### config.mk
export PLATFORM = sky130hd
export DESIGN_NAME = counter_channels
export DESIGN_NICKNAME = d
export VERILOG_FILES = /design/src/counter_pkg.sv /design/src/counter_chan.sv /design/src/counter_channels.sv
export VERILOG_INCLUDE_DIRS = /design/src
export SDC_FILE = /design/constraint.sdc
export NUM_CORES = 2
export LEC_CHECK = 0
export BUFFER_PORTS_ARGS = -buffer_cell sky130_fd_sc_hd__buf_4
export CORE_MARGIN = 5
export CORE_UTILIZATION = 60
export DETAILED_ROUTE_END_ITERATION = 8
export PLACE_DENSITY_LB_ADDON = 0.1
export SLEW_MARGIN = 20
export SYNTH_ARGS = -nofsm -noshare
export SYNTH_HDL_FRONTEND = slang
export SYNTH_SLANG_ARGS = --single-unit
### constraint.sdc
create_clock -name pclk -period 11 [get_ports pclk]
set_input_delay 1.1 -clock pclk [delete_from_list [all_inputs] [get_ports pclk]]
set_output_delay 1.1 -clock pclk [all_outputs]
set_load 0.02 [all_outputs]
### src/counter_cfg.svh
// Purpose: Constants for the four-channel counter block.
// Assumes: 250 MHz pclk, APB register access.
// Notes: Offsets are byte addresses on an 8-bit paddr.
`ifndef COUNTER_CFG_SVH
`define COUNTER_CFG_SVH

`define CFG_CLK_MHZ 250
`define CFG_TICK_NS 100
`define CFG_TICK_CYC ((`CFG_TICK_NS * `CFG_CLK_MHZ) / 1000)
`define CFG_PRE_W 5
`define CFG_NCHAN 4

`define CFG_OFS_MODE 5'h00
`define CFG_OFS_RELOAD_A 5'h04
`define CFG_OFS_RELOAD_B 5'h08
`define CFG_OFS_RESULT 5'h0c
`define CFG_OFS_COUNT 5'h10
`define CFG_OFS_STATUS 5'h14
`define CFG_OFS_TRIG 5'h18
`define CFG_ADDR_GATE 8'h80

`define CFG_MODE_LSB 0
`define CFG_MODE_MSB 2
`define CFG_BIT_GATE_SRC 3
`define CFG_BIT_IDX_LOW 4
`define CFG_BIT_HW_TRIG 5
`define CFG_BIT_OUT_LOW 6
`define CFG_BIT_RUN 15
`define CFG_MODE_RESET 16'h0000

`define CFG_ST_VALID 0
`define CFG_ST_ACTIVE 1

`endif

### src/counter_pkg.sv
// Purpose: Types shared by the counter block files.
// Assumes: Nothing beyond the configuration header.
// Notes: Codes 6 and 7 of the mode field are illegal and hold the channel's count and output.
package counter_pkg;

	typedef enum logic [2:0]
	{
		MODE_FREQ = 3'b000,
		MODE_PERIOD = 3'b001,
		MODE_ONESHOT = 3'b010,
		MODE_PULSEW = 3'b011,
		MODE_PWM = 3'b100,
		MODE_INTCLK = 3'b101
	} chan_mode_t;

endpackage

### src/counter_chan.sv
// Purpose: One counter channel: measurement and generation modes.
// Assumes: Inputs are synchronous to pclk.
// Notes: All durations are in 0.1 us ticks from a per-channel prescaler.
`include "counter_cfg.svh"

module counter_chan (
	input wire logic pclk,
	input wire logic presetn,
	input wire logic run,
	input wire logic [2:0] mode,
	input wire logic gate_src,
	input wire logic index_low_active_sel,
	input wire logic hw_trigger_enable,
	input wire logic output_polarity,
	input wire logic [31:0] reload_reg_a,
	input wire logic [31:0] reload_reg_b,
	input wire logic soft_trig,
	input wire logic gen_gate_rise,
	input wire logic count_input_a,
	input wire logic count_input_b,
	input wire logic index_in,
	output logic [31:0] count_reg,
	output logic [31:0] result_reg,
	output logic result_new,
	output logic active_reg,
	output logic chan_out
);

	logic prev_a_reg;
	logic prev_idx_reg;
	logic [`CFG_PRE_W-1:0] pre_reg;
	logic [31:0] count_next;
	logic [31:0] result_next;
	logic active_next;
	logic restart;
	wire tick = (pre_reg == `CFG_PRE_W'(`CFG_TICK_CYC - 1));
	wire a_rise = count_input_a & ~prev_a_reg;
	wire idx_act = index_in ^ index_low_active_sel;
	wire idx_prev_act = prev_idx_reg ^ index_low_active_sel;
	wire idx_rise = idx_act & ~idx_prev_act;
	wire idx_fall = ~idx_act & idx_prev_act;
	wire ext_gate_rise = index_in & ~prev_idx_reg;
	wire gate_rise = gate_src ? gen_gate_rise : ext_gate_rise;
	wire one_trig = soft_trig | (hw_trigger_enable & idx_rise);

	//////////////////////////////////////////////////////////////////
	always_comb
	begin
		count_next = count_reg;
		result_next = result_reg;
		active_next = active_reg;
		result_new = 1'b0;
		restart = 1'b0;
		if (!run)
		begin
			count_next = 32'h0;
			active_next = 1'b0;
			restart = 1'b1;
		end
		else
		begin
			unique case (mode)
				counter_pkg::MODE_FREQ:
				begin
					if (gate_rise)
					begin
						result_next = count_reg + {31'h0, a_rise};
						count_next = reload_reg_a;
						result_new = 1'b1;
					end
					else if (a_rise)
						count_next = count_reg + 32'h1;
				end
				counter_pkg::MODE_PERIOD:
				begin
					if (idx_rise)
					begin
						// A tick landing on the closing edge still belongs to this period.
						result_next = count_reg + {31'h0, tick};
						count_next = 32'h0;
						result_new = 1'b1;
						restart = 1'b1;
					end
					else if (tick)
						count_next = count_reg + 32'h1;
				end
				counter_pkg::MODE_ONESHOT:
				begin
					if (!active_reg)
					begin
						if (one_trig)
						begin
							active_next = 1'b1;
							count_next = reload_reg_a;
							restart = 1'b1;
						end
					end
					else if (tick)
					begin
						if (count_reg == 32'h0)
							active_next = 1'b0;
						else
							count_next = count_reg - 32'h1;
					end
				end
				counter_pkg::MODE_PULSEW:
				begin
					if (idx_fall)
					begin
						result_next = count_reg + {31'h0, tick};
						count_next = 32'h0;
						result_new = 1'b1;
					end
					else if (idx_rise)
					begin
						count_next = 32'h0;
						restart = 1'b1;
					end
					else if (idx_act && tick)
						count_next = count_reg + 32'h1;
				end
				counter_pkg::MODE_PWM:
				begin
					if (tick)
					begin
						if (count_reg == 32'h0)
						begin
							active_next = ~active_reg;
							count_next = active_reg ? reload_reg_a : reload_reg_b;
						end
						else
							count_next = count_reg - 32'h1;
					end
				end
				counter_pkg::MODE_INTCLK:
				begin
					if (tick && count_input_a)
						count_next = count_input_b ? count_reg - 32'h1 : count_reg + 32'h1;
				end
				default:
				begin
					count_next = count_reg;
				end
			endcase
		end
	end

	//////////////////////////////////////////////////////////////////
	always_ff @(posedge pclk or negedge presetn)
	begin
		if (!presetn)
		begin
			prev_a_reg <= 1'b0;
			prev_idx_reg <= 1'b0;
			pre_reg <= '0;
			count_reg <= 32'h0;
			result_reg <= 32'h0;
			active_reg <= 1'b0;
			chan_out <= 1'b0;
		end
		else
		begin
			prev_a_reg <= count_input_a;
			prev_idx_reg <= index_in;
			pre_reg <= (restart || tick) ? '0 : pre_reg + `CFG_PRE_W'(1);
			count_reg <= count_next;
			result_reg <= result_next;
			active_reg <= active_next;
			chan_out <= active_next ^ output_polarity;
		end
	end
endmodule

### src/counter_channels.sv
// Purpose: Four counter channels behind an APB slave, with a shared gate generator.
// Assumes: APB master per AMBA APB; inputs synchronous to pclk.
// Notes: The answer comes in the first cycle of the access phase; no wait states.
`include "counter_cfg.svh"

//////////////////////////////////////////////////////////////////////
module counter_channels (
	input wire logic pclk,
	input wire logic presetn,
	input wire logic psel,
	input wire logic penable,
	input wire logic pwrite,
	input wire logic [7:0] paddr,
	input wire logic [31:0] pwdata,
	output logic [31:0] prdata,
	output logic pready,
	output logic pslverr,
	input wire logic [3:0] count_input_a,
	input wire logic [3:0] count_input_b,
	input wire logic [3:0] index_in,
	output logic [3:0] chan_out
);

	//////////////////////////////////////////////////////////////////
	// Address decoding.

	function automatic logic chan_hit(
		input logic [7:0] addr,
		input logic [1:0] chan,
		input logic [4:0] ofs
	);
		chan_hit = !addr[7] && addr[6:5] == chan && addr[4:0] == ofs;
	endfunction

	function automatic logic ofs_known(input logic [4:0] ofs);
		ofs_known = ofs == `CFG_OFS_MODE || ofs == `CFG_OFS_RELOAD_A
			|| ofs == `CFG_OFS_RELOAD_B || ofs == `CFG_OFS_RESULT
			|| ofs == `CFG_OFS_COUNT || ofs == `CFG_OFS_STATUS
			|| ofs == `CFG_OFS_TRIG;
	endfunction

	wire setup = psel && !penable;
	wire access_done = psel && penable && pready;
	wire wr_en = access_done && pwrite;
	wire rd_en = access_done && !pwrite;
	wire gate_hit = paddr == `CFG_ADDR_GATE;
	wire [1:0] sel_chan = paddr[6:5];
	wire [4:0] sel_ofs = paddr[4:0];
	wire addr_ok = gate_hit || (!paddr[7] && ofs_known(sel_ofs));

	//////////////////////////////////////////////////////////////////
	// Shared gate generator: a rising edge every (period + 1) ticks.

	logic [31:0] gate_period_reg;
	logic [31:0] gate_cnt_reg;
	logic [`CFG_PRE_W-1:0] gate_pre_reg;
	logic gen_rise_reg;
	wire gate_tick = gate_pre_reg == `CFG_PRE_W'(`CFG_TICK_CYC - 1);
	wire gate_wrap = gate_tick && gate_cnt_reg == 32'h0;

	always_ff @(posedge pclk or negedge presetn)
	begin
		if (!presetn)
		begin
			gate_pre_reg <= '0;
			gate_cnt_reg <= 32'h0;
			gen_rise_reg <= 1'b0;
		end
		else
		begin
			gate_pre_reg <= gate_tick ? '0 : gate_pre_reg + `CFG_PRE_W'(1);
			if (gate_tick)
				gate_cnt_reg <= gate_wrap ? gate_period_reg : gate_cnt_reg - 32'h1;
			gen_rise_reg <= gate_wrap;
		end
	end

	always_ff @(posedge pclk or negedge presetn)
	begin
		if (!presetn)
			gate_period_reg <= 32'h0;
		else if (wr_en && gate_hit)
			gate_period_reg <= pwdata;
	end

	//////////////////////////////////////////////////////////////////
	// Per-channel registers and channel cores.

	logic [15:0] mode_reg [`CFG_NCHAN];
	logic [31:0] reload_a_reg [`CFG_NCHAN];
	logic [31:0] reload_b_reg [`CFG_NCHAN];
	logic [31:0] count_val [`CFG_NCHAN];
	logic [31:0] result_val [`CFG_NCHAN];
	logic [`CFG_NCHAN-1:0] valid_reg;
	logic [`CFG_NCHAN-1:0] result_new;
	logic [`CFG_NCHAN-1:0] active;

	genvar c;
	generate
		for (c = 0; c < `CFG_NCHAN; c++)
		begin : g_chan
			wire mode_wr = wr_en && chan_hit(paddr, 2'(c), `CFG_OFS_MODE);
			wire ra_wr = wr_en && chan_hit(paddr, 2'(c), `CFG_OFS_RELOAD_A);
			wire rb_wr = wr_en && chan_hit(paddr, 2'(c), `CFG_OFS_RELOAD_B);
			wire res_rd = rd_en && chan_hit(paddr, 2'(c), `CFG_OFS_RESULT);
			wire trig_wr = wr_en && chan_hit(paddr, 2'(c), `CFG_OFS_TRIG) && pwdata[0];
			wire run = mode_reg[c][`CFG_BIT_RUN];

			// Reload registers stay writable in every mode so PWM can be retuned live.
			always_ff @(posedge pclk or negedge presetn)
			begin
				if (!presetn)
				begin
					mode_reg[c] <= `CFG_MODE_RESET;
					reload_a_reg[c] <= 32'h0;
					reload_b_reg[c] <= 32'h0;
				end
				else
				begin
					if (mode_wr)
						mode_reg[c] <= pwdata[15:0];
					if (ra_wr)
						reload_a_reg[c] <= pwdata;
					if (rb_wr)
						reload_b_reg[c] <= pwdata;
				end
			end

			// A new result sets the flag even in the cycle software reads it.
			always_ff @(posedge pclk or negedge presetn)
			begin
				if (!presetn)
					valid_reg[c] <= 1'b0;
				else if (!run)
					valid_reg[c] <= 1'b0;
				else if (result_new[c])
					valid_reg[c] <= 1'b1;
				else if (res_rd)
					valid_reg[c] <= 1'b0;
			end

			counter_chan u_chan (
				.pclk(pclk),
				.presetn(presetn),
				.run(run),
				.mode(mode_reg[c][`CFG_MODE_MSB:`CFG_MODE_LSB]),
				.gate_src(mode_reg[c][`CFG_BIT_GATE_SRC]),
				.index_low_active_sel(mode_reg[c][`CFG_BIT_IDX_LOW]),
				.hw_trigger_enable(mode_reg[c][`CFG_BIT_HW_TRIG]),
				.output_polarity(mode_reg[c][`CFG_BIT_OUT_LOW]),
				.reload_reg_a(reload_a_reg[c]),
				.reload_reg_b(reload_b_reg[c]),
				.soft_trig(trig_wr),
				.gen_gate_rise(gen_rise_reg),
				.count_input_a(count_input_a[c]),
				.count_input_b(count_input_b[c]),
				.index_in(index_in[c]),
				.count_reg(count_val[c]),
				.result_reg(result_val[c]),
				.result_new(result_new[c]),
				.active_reg(active[c]),
				.chan_out(chan_out[c])
			);
		end
	endgenerate

	//////////////////////////////////////////////////////////////////
	// Read data selection; reading never disturbs a channel core.

	logic [31:0] rd_value;

	always_comb
	begin
		rd_value = 32'h0;
		if (gate_hit)
			rd_value = gate_period_reg;
		else if (!paddr[7])
		begin
			unique case (sel_ofs)
				`CFG_OFS_MODE:
					rd_value = {16'h0, mode_reg[sel_chan]};
				`CFG_OFS_RELOAD_A:
					rd_value = reload_a_reg[sel_chan];
				`CFG_OFS_RELOAD_B:
					rd_value = reload_b_reg[sel_chan];
				`CFG_OFS_RESULT:
					rd_value = result_val[sel_chan];
				`CFG_OFS_COUNT:
					rd_value = count_val[sel_chan];
				`CFG_OFS_STATUS:
				begin
					rd_value[`CFG_ST_VALID] = valid_reg[sel_chan];
					rd_value[`CFG_ST_ACTIVE] = active[sel_chan];
				end
				default:
					rd_value = 32'h0;
			endcase
		end
	end

	//////////////////////////////////////////////////////////////////
	// APB answer: registered in the setup cycle, so pready is high in
	// the first access cycle and every transfer takes exactly two edges.

	always_ff @(posedge pclk or negedge presetn)
	begin
		if (!presetn)
		begin
			pready <= 1'b0;
			pslverr <= 1'b0;
			prdata <= 32'h0;
		end
		else
		begin
			pready <= setup;
			pslverr <= setup && !addr_ok;
			if (setup && (!pwrite || !addr_ok))
				prdata <= addr_ok ? rd_value : 32'h0;
		end
	end
endmodule

======== Yosys cells after proc, flatten, opt, wreduce, memory -nomap -nowiden ========
Cells that the tools add are included.
storage, ports and cells
  bits in registers ....................... 720
  input port bits ......................... 57
  output and inout port bits .............. 38
  word-level logic and storage cells ...... 526
operators by class
  $add $sub $neg .......................... 22
  order comparisons ....................... 2
  eq/ne operators ......................... 87
  mux-type cells .......................... 202
  bitwise operators ....................... 57
  reduce and logical (&&, ||, !) cells .... 105
operators by type and width
  kind                                                                    number
  32-bit two-way mux                                                      92
  32-bit case mux with 6 select lines                                     4
  32-bit case mux with 3 select lines                                     4
  32-bit by 1-bit adder with 32-bit output                                8
  32-bit binary-select mux with 2-bit select                              4
  32-bit logical NOT                                                      5
  32-bit by 1-bit subtractor with 32-bit output (second input constant)   5
  30-bit case mux with 5 select lines                                     1
  32-bit by 1-bit adder with 32-bit output (second input constant)        4
  1-bit two-way mux                                                       74
  1-bit logical AND                                                       66
  4-bit by 2-bit != test with 1-bit output (second input constant)        12
  5-bit equality test (second input constant)                             8
  9-bit AND reduction                                                     4
  16-bit binary-select mux with 2-bit select                              1
  16-bit two-way mux                                                      2
  4-bit != test (second input constant)                                   8
  7-bit by 1-bit != test with 1-bit output (second input constant)        4
  5-bit by 1-bit adder with 5-bit output (second input constant)          5
  5-bit two-way mux                                                       5
  3-bit by 2-bit equality test with 1-bit output (second input constant)  8
  3-bit equality test (second input constant)                             8
  2-bit by 1-bit != test with 1-bit output (second input constant)        12
  3-bit by 2-bit != test with 1-bit output (second input constant)        8
  26 further kinds                                                        123

======== Logic depth before layout (Yosys ltp) ========
  depth in word-level cells ............... 12
  gate-level depth with buffers ........... 15
  gate-level depth less buffers ........... 14

======== Modules after synthesis ========
From an unflattened synthesis, not the netlist that was laid out.
second synthesis, totals
  cells, all modules ...................... 4,831
  area, all modules ....................... 47,194.0 µm²
modules (own cells, without submodules)
  module                               instances  cells each  area each (µm²)  seq. area each (µm²)
  counter_channels                     1          1,499       21,260.4         10,710.3
  counter_chan (g_chan[1].u_chan ...)  2          834         6,571.3          1,826.8
  counter_chan (g_chan[0].u_chan)      1          835         6,421.2          1,826.8
  counter_chan (g_chan[3].u_chan)      1          829         6,369.9          1,826.8

======== Worst setup path after synthesis ========
OpenSTA, ideal clock, no wires.
  path kind ............................... input port to flip-flop
  start point ............................. input paddr[5]
  end point ............................... register prdata[31]
  library setup time ...................... 126 ps
  arrival ................................. 3,539 ps
  required time ........................... 10,874 ps
  slack ................................... 7,335 ps
  cell stages on the path ................. 8
  buffers on the path ..................... 3
  path through ............................ clkbuf_1 -> buf_1 -> buf_1 -> mux4_2 -> a22oi_1 -> nand2_1 -> a221oi_1 -> nor2_1
between the ends
  cells in the longest elaborated chain, start to end .. 8
  elaborated cells on any way between the ends .. 22
  classes of those cells .................. eq/ne: 1; mux: 16; bitwise: 1; reduce/logical: 4
RTL lines
  item                                                           RTL line                 RTL
  from (decl)                                                    counter_channels.sv:13   input wire logic [7:0] paddr,
  2-bit inverter with 3-bit output (implied by the code)         --
  32-bit binary-select mux with 2-bit select (on tied branches)  --
  32-bit two-way mux (on tied branches) (2 in series)            --
  30-bit case mux with 5 select lines                            counter_channels.sv:179  unique case (sel_ofs)
  32-bit two-way mux                                             counter_channels.sv:177  else if (!paddr[7])
  32-bit two-way mux                                             counter_channels.sv:175  if (gate_hit)
  32-bit two-way mux                                             counter_channels.sv:218  prdata <= addr_ok ? rd_value : 32'h0;
  to (signal assigned)                                           counter_channels.sv:218
  to (decl)                                                      counter_channels.sv:15   output logic [31:0] prdata,
Several ways; a longest one is shown, not always the timed one. The select of a mux whose other input is x is not followed.
A chain may end at the register's enable or synchronous reset.

======== Worst setup path after layout ========
  start point ............................. register g_chan[0].u_chan.count_reg[10]
  end point ............................... register g_chan[0].u_chan.count_reg[23]
between the ends
  cells in the longest elaborated chain, start to end .. 6
  elaborated cells on any way between the ends .. 21
  classes of those cells .................. add/sub: 2; eq/ne: 1; mux: 16; reduce/logical: 2
RTL lines
  item                                                                                                       RTL line                                  RTL
  from (decl)                                                                                                counter_chan.sv:22                        output logic [31:0] count_reg,
  from (signal assigned)                                                                                     counter_chan.sv:166                       count_reg <= count_next;
  32-bit by 1-bit adder with 32-bit output or 32-bit by 1-bit subtractor with 32-bit output (tied branches)  --
  32-bit two-way mux (on tied branches)                                                                      counter_chan.sv:119, counter_chan.sv:100
  32-bit two-way mux (on tied branches)                                                                      counter_chan.sv:114, counter_chan.sv:98
  32-bit two-way mux (on tied branches)                                                                      counter_chan.sv:108, counter_chan.sv:89
  32-bit case mux with 6 select lines                                                                        counter_chan.sv:62                        unique case (mode)
  32-bit two-way mux                                                                                         counter_chan.sv:54                        if (!run)
Several ways; a longest one is shown, not always the timed one. The select of a mux whose other input is x is not followed.

==> qor.yml <==
rr_worst_depth: 11
post_cts_buffers: 0
tightest_slew_ps: 1190
dieArea_um2: 84700
crit_path_start_kind: "flop"
r2r-end: "g_chan[0].u_chan.count_reg[23]$_DFFE_PN0P_"
remaining_drc_errors: 0
drive_gt1_frac: 0.199
irDropWorstVdd_mv: 0.145
period_minus_slack_ps: 5160
yosys_warnings: 0
synth_area_um2: 47400
grt_pass1_wl_um: 305000
synthAdderAreaFrac: 0.00924
die_h_um: 291
fin_crit_sh: 0.469
cap_violations: 0
cts.sinks: 720
path_max_fanout: 19
wl_met2_um: 85800
io_buffers: 94
grt_overflow: 0
setup_violations: 0
fmax_mhz: 194
synth_top_family_by_area: "multiplexers"
power_density_nw_per_um2: 127
synthSimpleGateAreaFrac: 0.164
outcome: "complete, no violations"
preCtsSetupSlack_ps: 5870
dr.pass1.iters: 6
worstPathRequired_ps: 11560
r2r-start: "g_chan[0].u_chan.count_reg[10]$_DFFE_PN0P_"
drt_iter0_drc: 7296
clk_path_buf_depth: 3
synthMuxAreaShare: 0.173
worstSetupPathType: "flop to flop"
antenna_found_initial: 23
ant_nets: 0
syn_nets: 5079
met1_length_um: 76300
grt_pass1_vias: 42900
fin_setup_tns_ps: 0
r2r_setup_slack_ps: 5840
fin_cells: 5928
synth-seq-area-share: 0.380
rsz0062_at_grt: "no"
synth_xor_area_frac: 0.0580
cts_resized: 0
gp_congestion: 1.06
p_leak_nw: 21.7
cts_root_buf: "clkbuf_16"
final_common_cell: "dfrtp_1"
worstSkewPairLatency_ps: 670
synth_seq_cells: 720
synth-async-reset-ratio: 1.00
hold_viol: 0
top_layer: "met5"
grt_usage: 0.486
h-tree-depth: 3
avgViaCountPerCell: 7.63
setup_slack_ps: 5840
io_pins: 95
dieWidth_um: 291
path_clk_slew_ps: 70
fin_nets: 4889
dp_hpwl_um: 154000
synth_enable_flop_cells: 0
initial_core_util: 0.603
routed_wl_um: 212000
area_growth_pct: 8.98
via_count: 45200
synth_ff_type: "dfrtp_1"
maxSlewViolCount: 0
final_cell_mix: "dfrtp_1, nor2_1, nand2_1"
ys_types: 85
syn_area_per_cell_um2: 9.50
cts_made_buffers: 83
syn_inst: 4987
cts_tree: "done"
hold_class: "primary input to async pin"
met3_length_um: 35500
cp-end-kind: "flop"
wire_per_inst_um: 35.8
hold_buffers: 0
grt_max_degree: 167
fin_skew_ps: 47.6
core_um2: 78600
place_inst: 5760
arrival_ps: 5730
synth_compound_area_frac: 0.172
rows: 103
slew_headroom: 0.197
## worst max path at each step
stage / from / endpoint / slack [ps] / depth (start not counted)
3_3_place_gp: paddr[5] / g_chan[2].u_chan.count_reg[29]$_DFFE_PN0P_ / 5990 / 8
6_report: g_chan[0].u_chan.count_reg[10]$_DFFE_PN0P_ / g_chan[0].u_chan.count_reg[23]$_DFFE_PN0P_ / 5840 / 11
2_1_floorplan: paddr[5] / prdata[31]$_DFFE_PN0P_ / 7340 / 8
4_1_cts: g_chan[0].u_chan.count_reg[10]$_DFFE_PN0P_ / g_chan[0].u_chan.count_reg[23]$_DFFE_PN0P_ / 6100 / 11
5_1_grt: g_chan[0].u_chan.count_reg[10]$_DFFE_PN0P_ / g_chan[0].u_chan.count_reg[13]$_DFFE_PN0P_ / 5700 / 10
3_5_place_dp: paddr[5] / g_chan[3].u_chan.count_reg[28]$_DFFE_PN0P_ / 5870 / 10
## Yosys cell counts (all sizes together), types with 33 or more instances
master	instances	area share
a21oi	312	0.033
a221o	33	0.0070
a221oi	70	0.013
a22oi	115	0.018
and3	43	0.0057
buf	76	0.0072
clkbuf	398	0.032
dfrtp	720	0.38
ha	35	0.0092
inv	66	0.0052
mux2	378	0.090
mux2i	64	0.014
mux4	146	0.069
nand2	398	0.032
nand3	159	0.017
nand4	70	0.0092
nor2	436	0.035
nor3	117	0.012
nor4	90	0.012
o211ai	71	0.011
o21ai	246	0.026
o221ai	71	0.013
or3	43	0.0057
or4	33	0.0054
xnor2	182	0.034
xor2	132	0.024
## area by class of cell
class / instances / area, um2
multi-input cells: 3724 / 27500
fillers: 6345 / 27000
flip-flops and latches: 720 / 18000
clock buffers: 102 / 2300
repair buffers: 199 / 1560
well taps: 1050 / 1310
clock inverters: 52 / 672
inverters: 69 / 259
diodes: 12 / 30.0
## worst max-delay path, stage by stage, from the launching register on
cell and delay (ps):
dfrtp_1 580, nor4_1 990, nand4_1 560, nor2_1 510, ha_1 230, a21oi_1 40
a2111oi_0 450, a21oi_1 320, a21oi_2 660, buf_4 400, o21ai_0 130, a31oi_1 200
## stage by stage
step | total power, mW | hold slack [ps] | cell area, um2 | utilization
after floorplan | 3.20 | 445 | 47400 | -
after global placement | 3.50 | 464 | 48600 | 0.618
after detailed placement | 3.51 | 472 | 48600 | 0.618
after CTS | 6.51 | 484 | 51600 | 0.656
after global routing | 6.71 | 512 | 51600 | 0.657
final | 6.56 | 479 | 51600 | 0.657
## logic make-up after synthesis
logic type | count (synthesis)
simple gates | 1578
compound gates | 1209
flops | 720
mux | 588
buf+inv | 543
xor+xnor | 314
fa+ha+maj | 35
## where the power goes
part	leakage (nW)	total (mW)	internal, mW	switching [mW]
logic	10.4	0.641	0.217	0.424
registers	9.87	2.86	2.70	0.158
clock network	1.46	3.06	1.81	1.25
total	21.7	6.56	4.73	1.84
## metal layers
metal	up-vias	GRT usage
met2	3836	0.681
met5	-	0
met1	22300	0.629
met4	10	0.248
li1	18300	-
met3	815	0.234
No activity file was read; power rests on OpenSTA's default activity.
